===== src/rtl/sig_verify_pkg.sv =====
package sig_verify_pkg;

    // ==========================================================
    // Frame format and window defaults
    localparam int PACKET_W_DEF = 14;
    localparam int THRESH_DEF   = 3;
    localparam int WINDOW_DEF   = 10;
    localparam int RC_W         = 2;

    // ==========================================================
    // Register port
    localparam int ADDR_W = 8;
    localparam int DATA_W = 32;

    localparam logic [ADDR_W-1:0] OFS_CTRL      = 8'h00;
    localparam logic [ADDR_W-1:0] OFS_STATUS    = 8'h04;
    localparam logic [ADDR_W-1:0] OFS_IRQ_STAT  = 8'h08;
    localparam logic [ADDR_W-1:0] OFS_IRQ_MASK  = 8'h0C;
    localparam logic [ADDR_W-1:0] OFS_CALC_PROT = 8'h10;
    localparam logic [ADDR_W-1:0] OFS_FRAME_CNT = 8'h14;

    localparam int CTRL_EN_BIT       = 0;
    localparam int CTRL_RESYNC_BIT   = 1;
    localparam int CTRL_SAFE_CLR_BIT = 2;
    localparam logic CTRL_EN_RESET   = 1'b1;

    localparam int ST_WIN_BIT       = 0;
    localparam int ST_VERIFY_BIT    = 1;
    localparam int ST_RC_BIT        = 2;
    localparam int ST_PROT_BIT      = 3;
    localparam int ST_SEEDED_BIT    = 4;
    localparam int ST_SAFE_BIT      = 5;
    localparam int ST_DISCARD_BIT   = 6;
    localparam int ST_TOTAL_LSB     = 8;
    localparam int ST_INDEX_LSB     = 16;

    localparam int IRQ_W          = 2;
    localparam int IRQ_VERIFY_BIT = 0;
    localparam int IRQ_WIN_BIT    = 1;
    localparam logic [IRQ_W-1:0] IRQ_MASK_RESET = 2'h0;
    localparam logic [IRQ_W-1:0] IRQ_STAT_RESET = 2'h0;

    localparam int FRAME_CNT_W = 16;

    // Sticky update: a set in the clearing cycle survives
    function automatic logic [IRQ_W-1:0] sticky_upd(
        input logic [IRQ_W-1:0] cur,
        input logic [IRQ_W-1:0] clr,
        input logic [IRQ_W-1:0] set
    );
        return (cur & ~clr) | set;
    endfunction

endpackage


===== src/rtl/frame_check_if.sv =====
`timescale 1ns/1ps
interface frame_check_if #(
    parameter int N = 14
);
    logic         frame;
    logic [N-1:0] packet;
    logic [1:0]   rc;
    logic [N-1:0] prot_in;
    logic         resync;
    logic         valid;
    logic         rc_err;
    logic         prot_err;
    logic         seeded;
    logic [N-1:0] calc;

    modport checker_end (
        input  frame, packet, rc, prot_in, resync,
        output valid, rc_err, prot_err, seeded, calc
    );
    modport window_end (
        output frame, packet, rc, prot_in, resync,
        input  valid, rc_err, prot_err, seeded, calc
    );
endinterface


===== src/rtl/frame_integrity_check.sv =====
`timescale 1ns/1ps
module frame_integrity_check
    import sig_verify_pkg::*;
#(
    parameter int N = PACKET_W_DEF
) (
    input  wire logic              i_clk,
    input  wire logic              i_resetn,
    frame_check_if.checker_end     chk
);

    typedef struct packed {
        logic         valid;
        logic         seeded;
        logic [1:0]   expect_rc;
        logic         rc_err;
        logic         prot_err;
        logic [N-1:0] calc;
    } chk_state_t;

    chk_state_t s_r;
    chk_state_t s_nxt;

    // ==========================================================
    // Protection value: negated n-bit sum, carries dropped
    function automatic logic [N-1:0] prot_value(
        input logic [N-1:0] pkt,
        input logic [1:0]   rc
    );
        logic [N-1:0] sum;
        sum = pkt + N'(rc);
        return ~sum + N'(1);
    endfunction

    always_comb begin
        s_nxt       = s_r;
        s_nxt.valid = 1'b0;
        if (chk.resync) begin
            s_nxt.seeded = 1'b0;
        end
        if (chk.frame) begin
            s_nxt.valid    = 1'b1;
            s_nxt.calc     = prot_value(chk.packet, chk.rc);
            s_nxt.prot_err = (chk.prot_in != s_nxt.calc);
            // First count after start only seeds the expectation
            s_nxt.rc_err    = s_r.seeded && !chk.resync && (chk.rc != s_r.expect_rc);
            s_nxt.expect_rc = chk.rc + 2'h1;
            s_nxt.seeded    = 1'b1;
        end
    end

    always_ff @(posedge i_clk or negedge i_resetn) begin
        if (!i_resetn) begin
            s_r <= '0;
        end else begin
            s_r <= s_nxt;
        end
    end

    assign chk.valid    = s_r.valid;
    assign chk.rc_err   = s_r.rc_err;
    assign chk.prot_err = s_r.prot_err;
    assign chk.seeded   = s_r.seeded;
    assign chk.calc     = s_r.calc;

endmodule


===== src/flat_wrapper.sv =====
// flat-port wrapper written by rule: the top's interface ports become plain ports
module frame_integrity_check_flat import sig_verify_pkg::*;
#(
    parameter int N = PACKET_W_DEF
)
  (i_clk, i_resetn, chk_frame, chk_packet, chk_rc, chk_prot_in, chk_resync, chk_valid, chk_rc_err, chk_prot_err, chk_seeded, chk_calc);
  frame_check_if #(.N(N)) chk_i ();
  input  wire logic i_clk;
  input  wire logic i_resetn;
  input wire logic [$bits(chk_i.frame)-1:0] chk_frame;
  input wire logic [$bits(chk_i.packet)-1:0] chk_packet;
  input wire logic [$bits(chk_i.rc)-1:0] chk_rc;
  input wire logic [$bits(chk_i.prot_in)-1:0] chk_prot_in;
  input wire logic [$bits(chk_i.resync)-1:0] chk_resync;
  output wire logic [$bits(chk_i.valid)-1:0] chk_valid;
  output wire logic [$bits(chk_i.rc_err)-1:0] chk_rc_err;
  output wire logic [$bits(chk_i.prot_err)-1:0] chk_prot_err;
  output wire logic [$bits(chk_i.seeded)-1:0] chk_seeded;
  output wire logic [$bits(chk_i.calc)-1:0] chk_calc;
  assign chk_i.frame = chk_frame;
  assign chk_i.packet = chk_packet;
  assign chk_i.rc = chk_rc;
  assign chk_i.prot_in = chk_prot_in;
  assign chk_i.resync = chk_resync;
  assign chk_valid = chk_i.valid;
  assign chk_rc_err = chk_i.rc_err;
  assign chk_prot_err = chk_i.prot_err;
  assign chk_seeded = chk_i.seeded;
  assign chk_calc = chk_i.calc;
  frame_integrity_check #(.N(N)) u_core (.i_clk(i_clk), .i_resetn(i_resetn), .chk(chk_i));
endmodule

===== config.mk =====
export PLATFORM = sky130hd
export DESIGN_NAME = frame_integrity_check_flat
export DESIGN_NICKNAME = d
export VERILOG_FILES = /design/src/rtl/sig_verify_pkg.sv /design/src/rtl/frame_check_if.sv /design/src/rtl/frame_integrity_check.sv /design/src/flat_wrapper.sv
export SDC_FILE = /design/constraint.sdc
export NUM_CORES = 1
export LEC_CHECK = 0
export BUFFER_PORTS_ARGS = -buffer_cell sky130_fd_sc_hd__clkbuf_2
export CAP_MARGIN = 20
export CORE_MARGIN = 8
export CORE_UTILIZATION = 43
export CTS_CLUSTER_DIAMETER = 60
export DETAILED_ROUTE_END_ITERATION = 8
export PLACE_DENSITY = 0.67
export SKIP_LAST_GASP = 1
export SYNTH_ARGS = -nofsm -noshare
export SYNTH_HDL_FRONTEND = slang
export SYNTH_SLANG_ARGS = --single-unit

===== constraint.sdc =====
create_clock -name i_clk -period 2.5 [get_ports i_clk]
set_clock_uncertainty 0.15 [all_clocks]
set_input_delay 0.25 -clock i_clk [delete_from_list [all_inputs] [get_ports i_clk]]
set_output_delay 0.25 -clock i_clk [all_outputs]
set_load 0.05 [all_outputs]

==> results.cfg, run 1 <==
[status]
outcome = finished with violations
violations = negative setup slack

[grt]
grt_overflow = 0
grt_max_degree = 31
grt_usage_pct = 15.70
grt_pass1_vias = 1913
grt_pass1_wl_mm = 8.473
antenna_found_initial = 0

[cells_and_area]
finalInstanceArea_mm2 = 0.002809
fin_nets = 341
num_antenna_cells = 0
area_growth_pct = 46.54
drive_gt1_share_pct = 50.50
fin_cells = 353
final_cell_mix = buf_4 (53), clkbuf_2 (49), dfrtp_1 (20), nor2_1 (17), xnor2_1 (15)
final_common_cell = buf_4

[setup_path]
cp.arrival_ns = 2.78
crit_buf_inv = 2
endpoint_kind = register
rr_worst_depth = 3
rrSetupSlack_ns = 1.35
r2r_start = u_core.s_r[17]$_DFFE_PN0P_
r2r_end = u_core.chk.rc_err$_DFFE_PN0P_
crit_path_cell_trace = buf_6 -> ha_4 -> fa_2 -> buf_4 -> nor3_4 -> o221ai_2 -> or4_4 -> or4_1 -> a31oi_1 -> a21oi_1
crit_fanout = 7
cpMaxStageDelayCell = or4_4
worstPathRequired_ns = 2.47
cpPeakStageDelay_ns = 0.53
path_delay_family = simple AND/OR/NAND/NOR gates
start_kind = primary input
path_class = in -> reg

[placement]
place_inst = 346
place_congestion = 0.7981
port-buffer-count = 51
dp_hpwl_mm = 4.181
place_area_mm2 = 0.002542
pre_cts_ws_ns = -0.6656

[sta]
hold_violations = 0
timing.final.ws_setup_ns = -0.3041
period_share_pct = 112.2
period_needed_ns = 2.804
tightest_slew_ns = 0.4813
setup_viol = 4
maxSlewHeadroom_pct = 67.91
slew_violations = 0
clock.fmax_mhz = 356.6
rsz0062_at_grt = yes

[routing]
num_vias = 1890
viasPerCell = 5.354
ant_nets = 0
firstDrtPassIters = 4
drt_iter0_drc = 68
route.detailed.wl_per_inst_um = 14.92
drc = 0
finalWirelength_mm = 5.265

[logic_synthesis]
synth_top_area_share_pct = 26.11
ys_seq_area_share_pct = 26.11
synth_edf_count = 0
synth_nets = 253
syn_inst = 215
synthFlopType = dfrtp_1
syn-mean-instance-area_um2 = 8.916
synth_area_leaders = dfrtp_1 (26%), xnor2_1 (8.2%), buf_4 (6.3%), xor2_1 (5.5%), mux2_2 (4.1%)
async_flop_share_pct = 100.0
yosys.area.top_type = dfrtp_1
synth_cell_type_count = 54
ys_ff_latch = 20
yosysWarnings = 0
synth_area_mm2 = 0.001917

[worst_hold_path]
hp-class = in -> reg
min_delay_worst_endpoint = u_core.chk.seeded$_DFFE_PN0P_
min_from = chk_resync
whs_path_depth = 3

[power]
leakagePower_uw = 0.001250
p_per_area_mw_per_mm2 = 410.4
power_uw = 1153
vdd_drop_max_uv = 373.9

[cts]
numClockSinks = 20
htreeDepth = 1
cts_tree = yes
path_clk_slew_ns = 0.06
cts_root_buffer = clkbuf_8
clock_latency_ns = 0.25
clk_path_buf_depth = 2
numCtsBuffers = 3

[floorplan]
die_x_um = 82.77
start_util_pct = 44.33
die_y_um = 82.77
fp.dieArea_mm2 = 0.006850
io_pins = 52
core_mm2 = 0.004324
floorplan.rows = 24

[flow_run]
drv_cap = 0
-- area by class of cell --
cell class,instances,area [um2]
fill,373,1515
multi-input combinational,159,1435
timing repair buffer,109,729.5
sequential,20,500.5
tap,52,65.06
clock buffer,3,41.29
inverter,10,37.54
-- worst min-delay path: stages --
cell and delay [ns]:
clkbuf_2 0.08, inv_1 0.06, a21o_1 0.10
-- synthesized netlist by cell type (2+ instances only) --
library cell,n
or4_1,3
clkbuf_1,3
inv_1,10
nand4_1,2
xor2_1,12
dfrtp_1,20
buf_6,3
o221ai_1,3
buf_4,16
a21oi_1,14
mux2_2,7
o21ai_0,4
buf_2,4
nand3b_1,4
nor4_1,3
nand3_1,5
and4_1,2
a31oi_1,2
ha_1,3
a211o_1,4
nand2_1,11
nor2_1,19
nor3_1,5
xnor3_1,3
xnor2_1,18
a2111oi_0,2
mux2i_1,5
and2_1,2
-- layer usage --
| metal | track usage [%] | up-vias | part of all wire, % |
|---|---|---|---|
| li1 | - | 937 | - |
| met1 | 17.95 | 893 | 40 |
| met2 | 28.52 | 58 | 53 |
| met3 | 4.329 | 2 | 7.0 |
| met4 | 2.931 | 0 | 0.32 |
| met5 | 0 | - | 0 |
-- timing repair --
action | 4_1_cts | 5_1_grt
endpoints found under the setup margin | 6 | 6
buffers inserted | 0 | 4
hold buffers | 1 | 0
endpoints found under the hold margin | 20 | 0
gates resized for setup | 8 | 28
pin swaps | 7 | 16
-- registers in the layout, summed over array words and instances, names as in the netlist --
signal	cells
u_core.s_r	2
u_core.chk.prot_err	1
u_core.chk.valid	1
u_core.chk.calc	14
u_core.chk.rc_err	1
u_core.chk.seeded	1
-- worst max path at each step --
stage,depth (start not counted),from,to
finish,10,chk_rc[0],u_core.chk.prot_err$_DFFE_PN0P_
global route,13,chk_rc[0],u_core.chk.prot_err$_DFFE_PN0P_
CTS,11,chk_rc[0],u_core.chk.prot_err$_DFFE_PN0P_
detailed placement,11,chk_rc[0],u_core.chk.prot_err$_DFFE_PN0P_
global placement,11,chk_rc[0],u_core.chk.prot_err$_DFFE_PN0P_
floorplan,10,chk_rc[0],u_core.chk.prot_err$_DFFE_PN0P_
-- report_power, final --
part / switching [uW] / internal, uW / total, uW
Combinational: 337 / 236 / 573
Clock: 89.7 / 107 / 196
Sequential: 20.4 / 363 / 384
Total: 447 / 706 / 1150
-- cells by family after synthesis --
| family | Yosys count | share of synthesized area (%) |
|---|---|---|
| AOI/OAI and AO/OA | 46 | 16.91 |
| xor gates and xnor gates | 33 | 17.23 |
| adders and majority gates | 4 | 3.003 |
| buffers and inverters | 36 | 11.62 |
| DFF | 20 | 26.11 |
| muxes | 12 | 6.724 |
| and+or+nand+nor | 64 | 18.41 |
-- stage by stage --
step / hold slack (ns) / setup TNS (ns) / utilization (%)
2_1_floorplan: -0.1956 / -0.7228 / -
3_3_place_gp: 0.07677 / -2.733 / 58.80
3_5_place_dp: 0.08208 / -2.992 / 58.80
4_1_cts: 0.1167 / -0.8754 / 60.91
5_1_grt: 0.1493 / -0.9142 / 64.96
6_report: 0.1229 / -0.5906 / 64.96
No activity file was read; power rests on OpenSTA's default activity.
==> run 2, diff against run 1 <==
Settings changed: SETUP_SLACK_MARGIN from default to 0.2.
==> run 2 against run 1 <==
The run still ends with negative setup slack left. Register-to-register slack gained 0.06 ns. Hold slack lost 0.013 ns. Sequential cell count is the same. Fmax shrank 2.2%.
==> results.cfg, run 2 (synthesis gave the netlist of run 1 again) <==
[floorplan]
die_x_um = 82.77
die_y_um = 82.77
io_pins = 52
fp.dieArea_mm2 = 0.006850
floorplan.rows = 24
core_mm2 = 0.004324
start_util_pct = 44.33

[setup_path]
r2r_start = u_core.s_r[16]$_DFFE_PN0P_
path_class = in -> reg
rr_worst_depth = 3
crit_fanout = 6
endpoint_kind = register
critPathLaunch = chk_rc[0]
worstPathRequired_ns = 2.48
cp.arrival_ns = 2.85
start_kind = primary input

[sta]
rsz0062_at_grt = yes
hold_violations = 0
tightest_slew_ns = 0.5196
slew_violations = 0
whs_ns = 0.1102
period_share_pct = 114.6
clock.fmax_mhz = 348.9
timing.final.ws_setup_ns = -0.3659
period_needed_ns = 2.866
maxSlewHeadroom_pct = 65.36
timing.setup.tns_ns = -0.6995
setup_viol = 5

[placement]
place_congestion = 0.8653
pre_cts_ws_ns = -0.7177
port-buffer-count = 51
dp_hpwl_mm = 4.186

[cells_and_area]
fin_nets = 344
multi_input_area_mm2 = 0.001466
largest_reg_flops = 14
drive_gt1_share_pct = 51.32
area_growth_pct = 48.50
final_cell_mix = buf_4 (59), clkbuf_2 (49), dfrtp_1 (20), nor2_1 (17), xnor2_1 (16)
num_antenna_cells = 0
fillers = 371
final_common_cell = buf_4
fin_util_pct = 65.83
final-seq-area_um2 = 500.5

[grt]
use_met1_pct = 17.40
grt_use_met3_pct = 4.437
grt_pass1_wl_mm = 8.107
grt_max_degree = 31
grt_usage_pct = 15.09
use_met2_pct = 27.89
grt_pass1_vias = 1796
grt_overflow = 0
busiest_layer = met2
antenna_found_initial = 0

[cts]
numClockSinks = 20
clk_path_buf_depth = 2
clock_latency_ns = 0.25
htreeDepth = 1
numCtsBuffers = 3
cts_root_buffer = clkbuf_8
path_clk_slew_ns = 0.07
cts_tree = yes

[routing]
route.detailed.wl_per_inst_um = 15.04
finalWirelength_mm = 5.354
ant_nets = 0
viasPerCell = 5.253
drc = 0
firstDrtPassIters = 4
drt_iter0_drc = 87
num_vias = 1870

[power]
clkPwrFrac_pct = 17.3
leakagePower_uw = 0.001286
p_seq_share_pct = 33.1
switching_share_pct = 39.07
intPower_uw = 705.4
combinationalPowerShare_pct = 49.6
vdd_drop_max_uv = 417.5
p_per_area_mw_per_mm2 = 406.7
switching_power_uw = 452.4

[worst_hold_path]
hp-class = in -> reg
min_from = chk_resync
whs_path_depth = 3

[status]
violations = negative setup slack
outcome = finished with violations

[flow_run]
drv_cap = 0
==> run 2: cell types whose count changed in the layout (fill, tap and decap cells not counted), sizes merged <==
cell / delta
buf: +3
==> run 2: path summary, 6_finish.rpt <==
check	end	slack (ns)
worst min register to register	u_core.chk.seeded$_DFFE_PN0P_	0.36
worst max-delay path	u_core.chk.prot_err$_DFFE_PN0P_	-0.37
max in group asynchronous	u_core.chk.calc[5]$_DFFE_PN0P_	1.50
worst max register to register	u_core.chk.rc_err$_DFFE_PN0P_	1.41
worst min-delay path	u_core.chk.seeded$_DFFE_PN0P_	0.11
min in group asynchronous	u_core.chk.prot_err$_DFFE_PN0P_	0.36
==> run 2: layout make-up <==
type                       instances  share of cell area, %
clock buffer                       3                  1.451
inverter                          10                  1.319
multi-input combinational        159                  51.52
sequential                        20                  17.58
tap                               52                  2.286
timing repair buffer             112                  25.85
==> run 2: critical path, stage by stage <==
cell and delay [ns]:
buf_8 0.10, ha_4 0.16, fa_2 0.41, and4_1 0.18, a211o_1 0.31, a2bb2oi_4 0.17, or4_4 0.43, or4_4 0.54
a31oi_4 0.21, a21oi_1 0.08
==> run 2: power by group through the flow <==
| stage | logic [uW] | clock network (uW) | registers (uW) |
|---|---|---|---|
| detailed placement | 527 | 0 | 389 |
| finish | 574 | 201 | 383 |
| CTS | 544 | 208 | 383 |
| global route | 613 | 228 | 387 |
| global placement | 519 | 0 | 388 |
| floorplan | 384 | 0 | 399 |
==> run 2: per-layer routing <==
metal / routed length (um) / vias up / share of wire (%)
met5: 0 / - / 0
met4: 37 / 0 / 0.69
met3: 383 / 4 / 7.2
met2: 2792 / 51 / 52
met1: 2141 / 874 / 40
li1: - / 941 / -
==> run 2: repair_timing <==
item / 4_1_cts / 5_1_grt
pin swaps: 8 / 11
hold buffers: 1 / 0
endpoints found under the setup margin: 8 / 9
endpoints found under the hold margin: 20 / 0
resized for setup: 17 / 20
buffers inserted: 1 / 5
==> run 2: per-stage QoR <==
stage          total power (uW)  instance area [um2]  cells
2_1_floorplan             782.8                 1989    215
3_3_place_gp              907.0                 2530    346
3_5_place_dp              916.5                 2530    346
4_1_cts                    1136                 2673    351
5_1_grt                    1228                 2846    356
6_report                   1158                 2846    356
==> run 3, diff against run 2 <==
Settings changed: CORE_UTILIZATION 43 to 48, PLACE_DENSITY 0.67 to 0.74.
==> run 3 against run 2 <==
Global-route usage grew 1.9 points. Sequential share of layout area is 0.054 points lower. Highest routed layer unchanged. The flow still finishes with violations (negative setup slack). Wire length increased by 1.0%. Largest power group unchanged.
==> results.cfg, run 3 (synthesis gave the netlist of run 1 again) <==
[status]
outcome = finished with violations
violations = negative setup slack

[cts]
clock_latency_ns = 0.25
cts_tree = yes
htreeDepth = 1
clk_path_buf_depth = 2
numCtsBuffers = 3
numClockSinks = 20
path_clk_slew_ns = 0.07
cts_root_buffer = clkbuf_8

[sta]
timing.final.ws_setup_ns = -0.3432
maxSlewHeadroom_pct = 67.94
period_share_pct = 113.7
timing.setup.tns_ns = -0.7310
clock.fmax_mhz = 351.7
rsz0062_at_grt = yes
hold_violations = 0
slew_violations = 0
period_needed_ns = 2.843
whs_ns = 0.1346
tightest_slew_ns = 0.4809
setup_viol = 6

[setup_path]
path_class = in -> reg
cpMaxStageDelayCell = or4_4
start_kind = primary input
rrSetupSlack_ns = 1.37
endpoint_kind = register
crit_fanout = 6
crit_path_cell_trace = buf_8 -> ha_4 -> fa_2 -> and4_1 -> a211o_1 -> a2bb2oi_4 -> or4_4 -> nor2_4 -> xnor2_1 -> a2111oi_2 -> a21oi_1
cp.arrival_ns = 2.82
cpPeakStageDelay_ns = 0.45
worstPathRequired_ns = 2.48

[worst_hold_path]
hp-class = in -> reg

[placement]
place_congestion = 0.8573
place_inst = 347
place_area_mm2 = 0.002550
port-buffer-count = 51
dp_hpwl_mm = 4.275

[cells_and_area]
drive_gt1_share_pct = 50.81
area_growth_pct = 48.96
fillers = 298
largest_reg_flops = 14
fin_util_pct = 72.95
final_common_cell = buf_4
final_cell_mix = buf_4 (58), clkbuf_2 (49), dfrtp_1 (20), nor2_1 (17), xnor2_1 (16)
fin_cells = 359
fin_nets = 349
num_antenna_cells = 0
finalInstanceArea_mm2 = 0.002855

[routing]
firstDrtPassIters = 4
drc = 0
num_vias = 1888
drt_iter0_drc = 80
route.detailed.wl_per_inst_um = 15.07
finalWirelength_mm = 5.410
ant_nets = 0
viasPerCell = 5.259

[grt]
grt_overflow = 0
grt_pass1_wl_mm = 8.832
grt_usage_pct = 16.98
antenna_found_initial = 0
grt_max_degree = 31
grt_pass1_vias = 1981

[flow_run]
drv_cap = 0

[floorplan]
die_y_um = 79.20
fp.dieArea_mm2 = 0.006272
start_util_pct = 48.98
floorplan.rows = 23
io_pins = 52
die_x_um = 79.20
core_mm2 = 0.003914

[power]
p_per_area_mw_per_mm2 = 403.6
vdd_drop_max_uv = 510.9
leakagePower_uw = 0.001299
-- run 3: what timing repair did --
item                       in CTS  in global routing
hold buffers                    1                  0
setup endpoints to repair       8                  9
gates resized for setup        18                 19
pin swaps                       6                  6
hold endpoints to repair       20                  0
setup buffers                   1                  7
-- run 3: worst max-delay path: cells and delay by family --
family,cells,cell delay [ns]
xor gates and xnor gates,1,0.11
AOI/OAI and AO/OA,4,1.03
buffers and inverters,1,0.10
adders and majority gates,2,0.55
and+or+nand+nor,3,0.78
-- run 3: path summary, 6_finish.rpt --
path	startpoint	end	cells past startpoint
setup / recovery	chk_rc[0]	u_core.chk.prot_err$_DFFE_PN0P_	11
hold / removal	chk_resync	u_core.chk.seeded$_DFFE_PN0P_	3
setup reg to reg	u_core.s_r[16]$_DFFE_PN0P_	u_core.chk.rc_err$_DFFE_PN0P_	3
hold reg to reg	u_core.chk.calc[10]$_DFFE_PN0P_	u_core.chk.calc[10]$_DFFE_PN0P_	1
max in group asynchronous	i_resetn	u_core.s_r[16]$_DFFE_PN0P_	2
min in group asynchronous	i_resetn	u_core.chk.prot_err$_DFFE_PN0P_	2
-- run 3: where the power goes --
group / switching [uW] / internal [uW]
Sequential: 20.5 / 363
Combinational: 336 / 233
Clock: 92.0 / 107
Total: 449 / 703
-- run 3: stage by stage --
stage | power, uW | setup WS, ns
after floorplan | 782.8 | -0.4547
after global routing | 1217 | -0.4049
after global placement | 906.4 | -0.6634
after CTS | 1134 | -0.3192
final | 1152 | -0.3432
after detailed placement | 916.2 | -0.7756
-- run 3: layout make-up --
class | instances | area, um2 | area share, %
repair buffers | 117 | 795.8 | 27.87
clock buffers | 3 | 41.29 | 1.446
inverters | 10 | 37.54 | 1.315
flip-flops and latches | 20 | 500.5 | 17.53
multi-input cells | 159 | 1418 | 49.65
well taps | 50 | 62.56 | 2.191
-- run 3: per-layer routing --
layer / global-route usage, % / part of all wire [%] / up-vias
met1: 19.23 / 41 / 876
met3: 4.289 / 5.2 / 8
met4: 3.519 / 1.5 / 0
met2: 31.14 / 53 / 52
li1: - / - / 952
met5: 0 / 0 / -
